<file path="src/core/pfcu_pkg.sv">
package pfcu_pkg;
	// bus addressing
	localparam logic [6:0] ROM_ADDR = 7'h0B; // fixed answer address while in rom mode
	// command codes
	localparam logic [7:0] CMD_CLEAR_FAULTS = 8'h03;
	localparam logic [7:0] CMD_WRITE_PROTECT = 8'h10;
	localparam logic [7:0] CMD_STORE_DEFAULT_ALL = 8'h11;
	localparam logic [7:0] CMD_VOUT_COMMAND = 8'h21;
	localparam logic [7:0] CMD_RAIL_CONFIG = 8'hD2;
	localparam logic [7:0] CMD_VOUT_CONFIG = 8'hD4;
	localparam logic [7:0] CMD_ENABLE_ROM = 8'hD9;
	localparam logic [7:0] CMD_DF_ERASE = 8'hF0;
	localparam logic [7:0] CMD_DF_POINTER = 8'hF1;
	localparam logic [7:0] CMD_DF_WRITE = 8'hF2;
	localparam logic [7:0] CMD_DF_READ = 8'hF3;
	localparam logic [7:0] CMD_SUM_ERASE = 8'hF4;
	localparam logic [7:0] CMD_SUM_WRITE = 8'hF5;
	localparam logic [7:0] CMD_SUM_READ = 8'hF6;
	localparam logic [7:0] CMD_EXECUTE = 8'hF7;
	// flash words and layout
	localparam int DF_WORDS = 16;
	localparam int DF_AW = 4;
	localparam logic [3:0] CFG_MANT_IDX = 4'h0;
	localparam logic [3:0] CFG_MODE_IDX = 4'h1;
	localparam logic [3:0] LOG_BASE_IDX = 4'h8;
	localparam logic [15:0] ERASED_WORD = 16'hFFFF;
	localparam logic [15:0] FACTORY_WORD = 16'hAAAA;
	localparam logic [15:0] CLEARED_SUM = 16'h0000;
	localparam logic [15:0] PROG_SUM_CALC = 16'h5A3C; // arbitrary program image sum
	// link framing
	localparam logic [2:0] CNT_MAX = 3'h5;
	localparam logic [1:0] RD_PEC_IDX = 2'h2;
	// pec crc-8
	localparam logic [7:0] CRC_POLY = 8'h07;
	localparam logic [7:0] CRC_INIT = 8'h00;
	typedef enum logic [2:0] {
		PF_BOOT = 3'b001,
		PF_RUN = 3'b010,
		PF_ROM = 3'b100
	} pfcu_state_e;
endpackage

</file>
<file path="src/core/pfcu_pec_crc.sv">
`timescale 1ns/10ps
module pfcu_pec_crc import pfcu_pkg::*; (
	input wire logic clk,
	input wire logic rst,
	input wire logic clr,
	input wire logic en,
	input wire logic [7:0] din,
	output logic [7:0] crc
);
	logic [7:0] stage [9];

	// msb-first crc, one stage per bit
	assign stage[0] = crc ^ din;
	for (genvar i = 0; i < 8; i++) begin : g_bit
		assign stage[i+1] = stage[i][7] ? ({stage[i][6:0], 1'b0} ^ CRC_POLY)
			: {stage[i][6:0], 1'b0};
	end

	// clear wins so a new frame never inherits a stale sum
	always_ff @(posedge clk) begin
		if (rst || clr) begin
			crc <= CRC_INIT;
		end else if (en) begin
			crc <= stage[8];
		end
	end
endmodule

</file>
<file path="src/core/pfcu_config_update.sv">
`timescale 1ns/10ps
// What this block does
// - during a normal-mode download, no fault logging into data flash.
// - during a download, vout status still updates on monitored faults.
// - in rom mode there is no conversion, monitoring or sequencing.
// - rom entry clears the program sum, resets, and stays in rom.
// - a maker-specific command starts rom entry.
// - rom mode answers only at address eleven.
// - rom mode rejects writes without pec; reads always end with pec.
// - program mode takes writes with or without pec.
// - df write programs only erased words; store overwrites config words; sum needs segment erase.
// - rail configuration takes effect only after a reset.
// - config writes touch ram only, never flash.
// - reset drops ram config and reloads it from flash.
// - store command copies ram config into flash.
// - vout mantissa plus exponent stored as q16.16 fixed point.
// - factory cleared data flash holds the 1010 pattern.
module pfcu_config_update import pfcu_pkg::*; (
	input wire logic clk,
	input wire logic rst,
	input wire logic factory_clear,
	input wire logic [6:0] prog_addr,
	input wire logic frame_start,
	input wire logic frame_byte_valid,
	input wire logic [7:0] frame_byte,
	input wire logic frame_stop,
	input wire logic rd_req,
	input wire logic vout_fault,
	output logic addr_ack,
	output logic xfer_done,
	output logic xfer_reject,
	output logic [7:0] rd_data,
	output logic rd_valid,
	output logic rom_mode,
	output logic conv_enable,
	output logic download_active,
	output logic status_vout,
	output logic [31:0] vout_setpoint,
	output logic [3:0] active_rails
);
	pfcu_state_e state, next_state;
	logic [15:0] df [DF_WORDS];
	logic [15:0] prog_sum;
	logic [7:0] wbuf [4];
	logic [2:0] cnt;
	logic [1:0] rd_idx;
	logic sel, rd_phase, wprot;
	logic [3:0] df_ptr, log_ptr;
	logic [15:0] ram_mant;
	logic [4:0] ram_exp;
	logic [3:0] ram_rails;
	logic [31:0] ram_q;
	logic [7:0] crc;

	// pmbus linear value to q16.16: flipping the exponent msb adds 16
	function automatic logic [31:0] to_fixed(input logic [15:0] m, input logic [4:0] e);
		logic signed [47:0] w;
		w = {{32{m[15]}}, m};
		w = w <<< {~e[4], e[3:0]};
		return w[31:0]; // large values wrap, a known limitation
	endfunction

	function automatic logic [2:0] cmd_len(input logic [7:0] c);
		case (c)
			CMD_VOUT_COMMAND, CMD_VOUT_CONFIG, CMD_RAIL_CONFIG, CMD_WRITE_PROTECT,
			CMD_DF_POINTER, CMD_DF_WRITE, CMD_SUM_WRITE: return 3'h2;
			default: return 3'h0;
		endcase
	endfunction

	// address match and frame qualifiers
	wire in_rom = (state == PF_ROM);
	wire in_run = (state == PF_RUN);
	wire [6:0] my_addr = in_rom ? ROM_ADDR : prog_addr;
	wire addr_hit = frame_start && (frame_byte[7:1] == my_addr) && (state != PF_BOOT);
	wire wr_byte = frame_byte_valid && sel && !rd_phase;
	wire rd_take = rd_req && sel && rd_phase;
	wire wr_done = frame_stop && sel && !rd_phase && (cnt != 3'h0);
	wire crc_en = addr_hit || wr_byte || (rd_take && rd_idx < RD_PEC_IDX);

	// command decode
	wire [7:0] cmd = wbuf[0];
	wire [15:0] wdata = {wbuf[2], wbuf[1]};
	wire [2:0] len = cmd_len(cmd);
	wire has_pec = (cnt == len + 3'h2);
	wire no_pec = (cnt == len + 3'h1);
	wire form_ok = (has_pec && crc == 8'h00) || (no_pec && !in_rom);
	wire df_cmd = (cmd == CMD_DF_ERASE) || (cmd == CMD_DF_POINTER) ||
		(cmd == CMD_DF_WRITE) || (cmd == CMD_DF_READ);
	wire rom_cmd = (cmd == CMD_SUM_ERASE) || (cmd == CMD_SUM_WRITE) ||
		(cmd == CMD_SUM_READ) || (cmd == CMD_EXECUTE);
	wire run_cmd = (cmd == CMD_CLEAR_FAULTS) || (cmd == CMD_WRITE_PROTECT) ||
		(cmd == CMD_STORE_DEFAULT_ALL) || (cmd == CMD_VOUT_COMMAND) ||
		(cmd == CMD_VOUT_CONFIG) || (cmd == CMD_RAIL_CONFIG) || (cmd == CMD_ENABLE_ROM);
	wire allowed = in_rom ? (df_cmd || rom_cmd) : (in_run && (df_cmd || run_cmd));
	// protection only binds in program mode; the rom loader is trusted
	wire df_open = in_rom || !wprot;
	wire cond_ok = ((cmd == CMD_DF_ERASE) ? df_open : 1'b1) &&
		((cmd == CMD_DF_WRITE) ? (df_open && df[df_ptr] == ERASED_WORD) : 1'b1) &&
		((cmd == CMD_SUM_WRITE) ? (prog_sum == ERASED_WORD) : 1'b1);
	wire go = wr_done && form_ok && allowed && cond_ok;
	wire df_erase = go && (cmd == CMD_DF_ERASE);
	wire df_wr_go = go && (cmd == CMD_DF_WRITE);
	wire store_go = go && (cmd == CMD_STORE_DEFAULT_ALL);
	wire soft_boot = go && ((cmd == CMD_ENABLE_ROM) || (cmd == CMD_EXECUTE));
	wire sum_ok = (prog_sum == PROG_SUM_CALC);

	// fault logging, held off while a download is open
	wire [3:0] log_idx = LOG_BASE_IDX | log_ptr;
	wire log_go = vout_fault && in_run && !download_active &&
		(df[log_idx] == ERASED_WORD);

	// read word and byte select
	wire [15:0] rd_word = (cmd == CMD_VOUT_COMMAND) ? ram_mant :
		(cmd == CMD_VOUT_CONFIG) ? {11'h000, ram_exp} :
		(cmd == CMD_RAIL_CONFIG) ? {12'h000, ram_rails} :
		(cmd == CMD_DF_READ) ? df[df_ptr] :
		(cmd == CMD_SUM_READ) ? PROG_SUM_CALC : ERASED_WORD;
	wire [7:0] rd_byte = (rd_idx == 2'h0) ? rd_word[7:0] :
		(rd_idx == 2'h1) ? rd_word[15:8] :
		(rd_idx == RD_PEC_IDX) ? crc : 8'hFF;

	// boot decides rom or run from the stored program sum
	assign next_state = (state == PF_BOOT) ? (sum_ok ? PF_RUN : PF_ROM) :
		soft_boot ? PF_BOOT : state;

	pfcu_pec_crc u_pec (
		.clk(clk),
		.rst(rst),
		.clr(frame_stop),
		.en(crc_en),
		.din(rd_take ? rd_byte : frame_byte),
		.crc(crc)
	);

	// nonvolatile words: no reset, only factory clear, erase and programming
	for (genvar i = 0; i < DF_WORDS; i++) begin : g_df
		localparam logic [DF_AW-1:0] IDX = DF_AW'(i);
		always_ff @(posedge clk) begin
			if (factory_clear) begin
				df[i] <= FACTORY_WORD;
			end else if (df_erase) begin
				df[i] <= ERASED_WORD;
			end else if (store_go && IDX == CFG_MANT_IDX) begin
				df[i] <= ram_mant;
			end else if (store_go && IDX == CFG_MODE_IDX) begin
				df[i] <= {ram_exp, 7'h00, ram_rails};
			end else if (df_wr_go && df_ptr == IDX) begin
				df[i] <= wdata;
			end else if (log_go && log_idx == IDX) begin
				df[i] <= ram_mant;
			end
		end
	end

	// program sum: cleared on rom entry, erased then rebuilt by the loader
	always_ff @(posedge clk) begin
		if (factory_clear) begin
			prog_sum <= PROG_SUM_CALC;
		end else if (go && cmd == CMD_ENABLE_ROM) begin
			prog_sum <= CLEARED_SUM;
		end else if (go && cmd == CMD_SUM_ERASE) begin
			prog_sum <= ERASED_WORD;
		end else if (go && cmd == CMD_SUM_WRITE) begin
			prog_sum <= wdata;
		end
	end

	// mode state and mode outputs
	always_ff @(posedge clk) begin
		if (rst) begin
			state <= PF_BOOT;
			rom_mode <= 1'b0;
			conv_enable <= 1'b0;
		end else begin
			state <= next_state;
			rom_mode <= (next_state == PF_ROM);
			conv_enable <= (next_state == PF_RUN);
		end
	end

	// frame capture
	always_ff @(posedge clk) begin
		if (rst) begin
			sel <= 1'b0;
			rd_phase <= 1'b0;
			cnt <= 3'h0;
			rd_idx <= 2'h0;
			wbuf <= '{default: 8'h00};
		end else if (frame_start) begin
			sel <= addr_hit;
			rd_phase <= frame_byte[0];
			rd_idx <= 2'h0;
			if (!frame_byte[0]) begin
				cnt <= 3'h0;
			end
		end else if (wr_byte) begin
			if (cnt < 3'h4) begin
				wbuf[cnt[1:0]] <= frame_byte;
			end
			cnt <= (cnt == CNT_MAX) ? cnt : cnt + 3'h1; // overlong frames stay rejected
		end else if (rd_take) begin
			rd_idx <= (rd_idx == 2'h3) ? rd_idx : rd_idx + 2'h1;
		end else if (frame_stop) begin
			sel <= 1'b0;
		end
	end

	// link answers
	always_ff @(posedge clk) begin
		if (rst) begin
			addr_ack <= 1'b0;
			xfer_done <= 1'b0;
			xfer_reject <= 1'b0;
			rd_data <= 8'h00;
			rd_valid <= 1'b0;
		end else begin
			addr_ack <= addr_hit;
			xfer_done <= go;
			xfer_reject <= wr_done && !go;
			rd_data <= rd_take ? rd_byte : rd_data;
			rd_valid <= rd_take;
		end
	end

	// volatile config, reloaded from flash on every boot
	always_ff @(posedge clk) begin
		if (state == PF_BOOT) begin
			ram_mant <= df[CFG_MANT_IDX];
			ram_exp <= df[CFG_MODE_IDX][15:11];
			ram_rails <= df[CFG_MODE_IDX][3:0];
			ram_q <= to_fixed(df[CFG_MANT_IDX], df[CFG_MODE_IDX][15:11]);
			active_rails <= df[CFG_MODE_IDX][3:0];
		end else if (go && cmd == CMD_VOUT_COMMAND) begin
			ram_mant <= wdata;
			ram_q <= to_fixed(wdata, ram_exp);
		end else if (go && cmd == CMD_VOUT_CONFIG) begin
			ram_exp <= wdata[4:0];
			ram_q <= to_fixed(ram_mant, wdata[4:0]);
		end else if (go && cmd == CMD_RAIL_CONFIG) begin
			ram_rails <= wdata[3:0];
		end
	end

	// housekeeping and status
	always_ff @(posedge clk) begin
		if (rst || state == PF_BOOT) begin
			wprot <= 1'b1;
			download_active <= 1'b0;
			df_ptr <= 4'h0;
			log_ptr <= 4'h0;
			status_vout <= 1'b0;
			vout_setpoint <= 32'h0000_0000;
		end else begin
			if (go && cmd == CMD_WRITE_PROTECT) begin
				wprot <= |wdata;
			end
			if (in_run && (df_erase || df_wr_go)) begin
				download_active <= 1'b1;
			end
			if (go && cmd == CMD_DF_POINTER) begin
				df_ptr <= wdata[3:0];
			end else if (df_wr_go || (rd_take && rd_idx == 2'h1 && cmd == CMD_DF_READ)) begin
				df_ptr <= df_ptr + 4'h1;
			end
			if (log_go) begin
				log_ptr <= {1'b0, log_ptr[2:0] + 3'h1};
			end
			// a fault in the clearing cycle still sets the flag
			if (vout_fault && in_run) begin
				status_vout <= 1'b1;
			end else if (go && cmd == CMD_CLEAR_FAULTS) begin
				status_vout <= 1'b0;
			end
			vout_setpoint <= in_run ? ram_q : 32'h0000_0000;
		end
	end
endmodule

</file>
<file path="config.mk">
export PLATFORM = sky130hd
export DESIGN_NAME = pfcu_config_update
export DESIGN_NICKNAME = d
export VERILOG_FILES = /design/src/core/pfcu_pkg.sv /design/src/core/pfcu_pec_crc.sv /design/src/core/pfcu_config_update.sv
export SDC_FILE = /design/constraint.sdc
export NUM_CORES = 1
export LEC_CHECK = 0
export BUFFER_PORTS_ARGS = -buffer_cell sky130_fd_sc_hd__buf_2
export CELL_PAD_IN_SITES_DETAIL_PLACEMENT = 1
export CELL_PAD_IN_SITES_GLOBAL_PLACEMENT = 1
export CORE_UTILIZATION = 40
export CTS_CLUSTER_DIAMETER = 120
export DETAILED_ROUTE_END_ITERATION = 8
export GPL_TIMING_DRIVEN = 0
export PLACE_DENSITY = 0.68
export SLEW_MARGIN = 15
export SYNTH_ARGS = -nofsm -noshare
export SYNTH_HDL_FRONTEND = slang
export SYNTH_SLANG_ARGS = --single-unit
</file>
<file path="constraint.sdc">
create_clock -name clk -period 4.85 [get_ports clk]
set_clock_uncertainty 0.1 [all_clocks]
set_input_delay 1.455 -clock clk [delete_from_list [all_inputs] [get_ports clk]]
set_output_delay 1.455 -clock clk [all_outputs]
set_load 0.01 [all_outputs]
</file>
==> metrics <==
Die Span X=~250 um; Top delay family on crit path=buffers and inverters; iteration count of the initial detailed-routing pass=6; pin count of the biggest net entering global routing=33; initial antenna violation count=6; CP arrival=about 5 ns; antenna viol nets, final=0; Async SR Flop Fraction=0; worst-margin pin slew=roughly 1.3 ns; clk sink count=roughly 440; # DRC=0; fin crit period=around 4.9 ns; Pwr Density=approximately 330 nW/um^2; Setup crit end kind=flop; Buf/Inv on CP=7; RD Place Congestion=between 1 and 1.5; crit path max fanout=10; post-synthesis net count=around 2500; Clock transition at path regs=roughly 0.060 ns; Cells after DPL=~3400; DRT iter0 DRCs=3148; CTS max path bufs=3; Row Count=92; Post-synth EDFFs=~320; total vias in the final route=approximately 24000; final wirelength=approximately 130000 um; worst setup margin=-0.0214 ns; Layout Cells excl Fill=between 3000 and 4000; first-pass GRT wire length=177000 um; Detailed Place HPWL=between 90000 and 100000 um; failing checks=setup timing; final core occ=0.459; Post-Syn Area per Cell=10.4 sq um; critical path's largest stage delay=roughly 0.57 ns; total core area=~63000 sq um; Clock Latency Late Sink=0.64 ns; Startpoint Class=flop; vias in the first global route=between 20000 and 25000; period utilisation layout=1.00; cell area after synthesis=25500 sq um; die footprint=approximately 65000 sq um; Final Setup Violations=6; Most used DFF post-synth=edfxtp_1; Fmax achieved=slightly above 200 MHz; WS Path Type=reg -> reg; RSZ-0062 raised after global routing=true; WL/cell=around 36 um; # H-tree levels=2; Area Growth Syn to Fin=13.5%; Post-Syn Instances=between 2000 and 2500; layout cells sized above 1=0.156; Seq/Total Area, Yosys=0.468; CTS root buf=clkbuf_16; critical-path cell list=buf_6 -> buf_8 -> buf_6 -> clkbuf_4 -> mux4_2 -> mux2i_1 -> mux2i_1 -> nand3_1 -> nor4_4 -> buf_4 -> and2_1 -> buf_4 -> nand3_2 -> o211ai_2 -> buf_2 -> o221ai_1; WHS=~0.34 ns; status=finished with violations; Buffers on Ports=70; Crit-path slowest cell=o211ai_2; Final #Nets=about 2600; Top Ports=75; Hold Fails Final Rpt=0; post-synth cell types=100; TritonCTS clock tree=yes; Rel. slew slack=0.101; worst vdd ir=around 0.25 mV; GRT overflow=0; max-cap violations=0; Max Slew Vio Count=0; Hold Crit Class=reg -> reg; Yosys warnings=0; Synth Register Bits=between 400 and 500; Worst EP required=just over 5 ns; Die Y-Extent=between 200 and 300 um; overall routing resource usage=0.392; Starting Density=0.405; Leak=~0.010 uW; pre-CTS setup slack=-1.16 ns; vias per cell=6.78; CTS buffer count=52
-- flip-flops by register name, indices dropped and copies added, names as in the netlist, 2 cells and up, named ones only --
name / cells
active_rails: 4
cmd: 8
cnt: 3
df: 256
df_ptr: 4
log_ptr: 3
prog_sum: 16
ram_exp: 5
ram_mant: 16
ram_q: 32
ram_rails: 4
rd_data: 8
rd_idx: 2
state: 3
u_pec.crc: 8
vout_setpoint: 32
wbuf: 16
-- cell type report --
type                            instances  area, sq um
Multi-Input combinational cell       1727        12400
Buffer                                237         1150
Antenna cell                            1         2.50
Tap cell                              846         1060
Clock buffer                           76         1490
Fill cell                            6997        34100
Sequential cell                       438        11900
Inverter                               52          199
Timing Repair Buffer                   92          572
Clock inverter                         22          148
-- path summary, 6_finish.rpt --
path         depth (start not counted)          startpoint                          end  slack, ns
max                                 16                flop          df[10][4]$_DFFE_PP_      -0.02
min                                  1  ram_q[6]$_DFFE_PP_  vout_setpoint[6]$_SDFF_PP0_       0.34
max reg2reg                         16                flop          df[10][4]$_DFFE_PP_      -0.02
min reg2reg                          1  ram_q[6]$_DFFE_PP_  vout_setpoint[6]$_SDFF_PP0_       0.34
-- metrics by stage --
stage                     total power [uW]  TNS, ns  area [sq um]
after floorplan                       5000        0         25500
after global placement                5550  -298.00         26900
after detailed placement              5580  -148.88         27100
after CTS                             9410        0         28900
after global routing                  9620   -0.242         29000
final                                 9440  -0.0844         29000
-- kinds of logic after synthesis --
family,Yosys count,synth area share
adders and majority gates,18,0.00882
AOI/OAI and AO/OA,609,0.169
DFF,438,0.468
buffers and inverters,289,0.0512
and+or+nand+nor,870,0.170
xor gates and xnor gates,24,0.00853
muxes,206,0.124
-- layout by cell type, fill, tap and decap left out, drive strengths merged, types with 16 or more instances in the layout --
| cell | n |
|---|---|
| a211oi | 30 |
| a21o | 26 |
| a21oi | 118 |
| a221o | 36 |
| a22oi | 16 |
| a31oi | 29 |
| and2 | 44 |
| and3 | 32 |
| buf | 161 |
| clkbuf | 244 |
| clkinv | 21 |
| dfxtp | 121 |
| edfxtp | 317 |
| ha | 18 |
| inv | 50 |
| mux2 | 27 |
| mux2i | 95 |
| mux4 | 84 |
| nand2 | 308 |
| nand2b | 37 |
| nand3 | 85 |
| nand4 | 55 |
| nor2 | 138 |
| nor2b | 20 |
| nor3 | 50 |
| nor4 | 24 |
| o211ai | 25 |
| o21ai | 134 |
| o221ai | 26 |
| o22ai | 16 |
| o32a | 43 |
| or3 | 18 |
| xnor2 | 17 |
-- metal layers --
layer / track usage / wire, um
met2: 0.606 / 56900
met3: 0.0764 / 11400
met1: 0.509 / 50500
met5: 0 / 47
met4: 0.233 / 8580
-- synthesized netlist by cell type, drive strengths merged, types with 18 or more instances --
master,number,area share
a211oi,30,0.0088
nor2b,20,0.0049
o221ai,26,0.0089
mux4,84,0.075
dfxtp,121,0.095
and2,44,0.011
o32a,43,0.017
a221o,36,0.014
edfxtp,317,0.37
mux2,27,0.012
nor4,24,0.0067
and3,32,0.0078
or3,18,0.0044
nand3,85,0.017
nor3,50,0.010
clkbuf,165,0.024
nor2,138,0.020
inv,50,0.0074
a21oi,118,0.023
nand4,55,0.013
ha,18,0.0088
o211ai,25,0.0077
a31oi,29,0.0074
buf,72,0.019
nand2b,37,0.0091
o21ai,134,0.026
mux2i,95,0.037
nand2,308,0.046
a21o,26,0.0076
-- worst register-to-register path, cell delays in order (launching register included) --
cell	delay (ns)
dfxtp_1	0.43
buf_6	0.26
buf_8	0.25
buf_6	0.26
clkbuf_4	0.31
mux4_2	0.24
mux2i_1	0.12
mux2i_1	0.16
nand3_1	0.18
nor4_4	0.28
buf_4	0.23
and2_1	0.17
buf_4	0.17
nand3_2	0.26
o211ai_2	0.57
buf_2	0.40
o221ai_1	0.20
-- repair_timing --
action / in CTS / in global routing
hold buffers: 0 / 0
gates cloned: 0 / 0
buffers inserted: 12 / 1
setup endpoints to repair: 456 / 199
resized for setup: 19 / 16
pin swaps: 2 / 1
-- power breakdown --
group | internal, uW | switching (uW)
combinational | 322 | 879
clock | 2170 | 1700
sequential | 4220 | 137
total | 6720 | 2720
(Power assumes the default switching activity.)
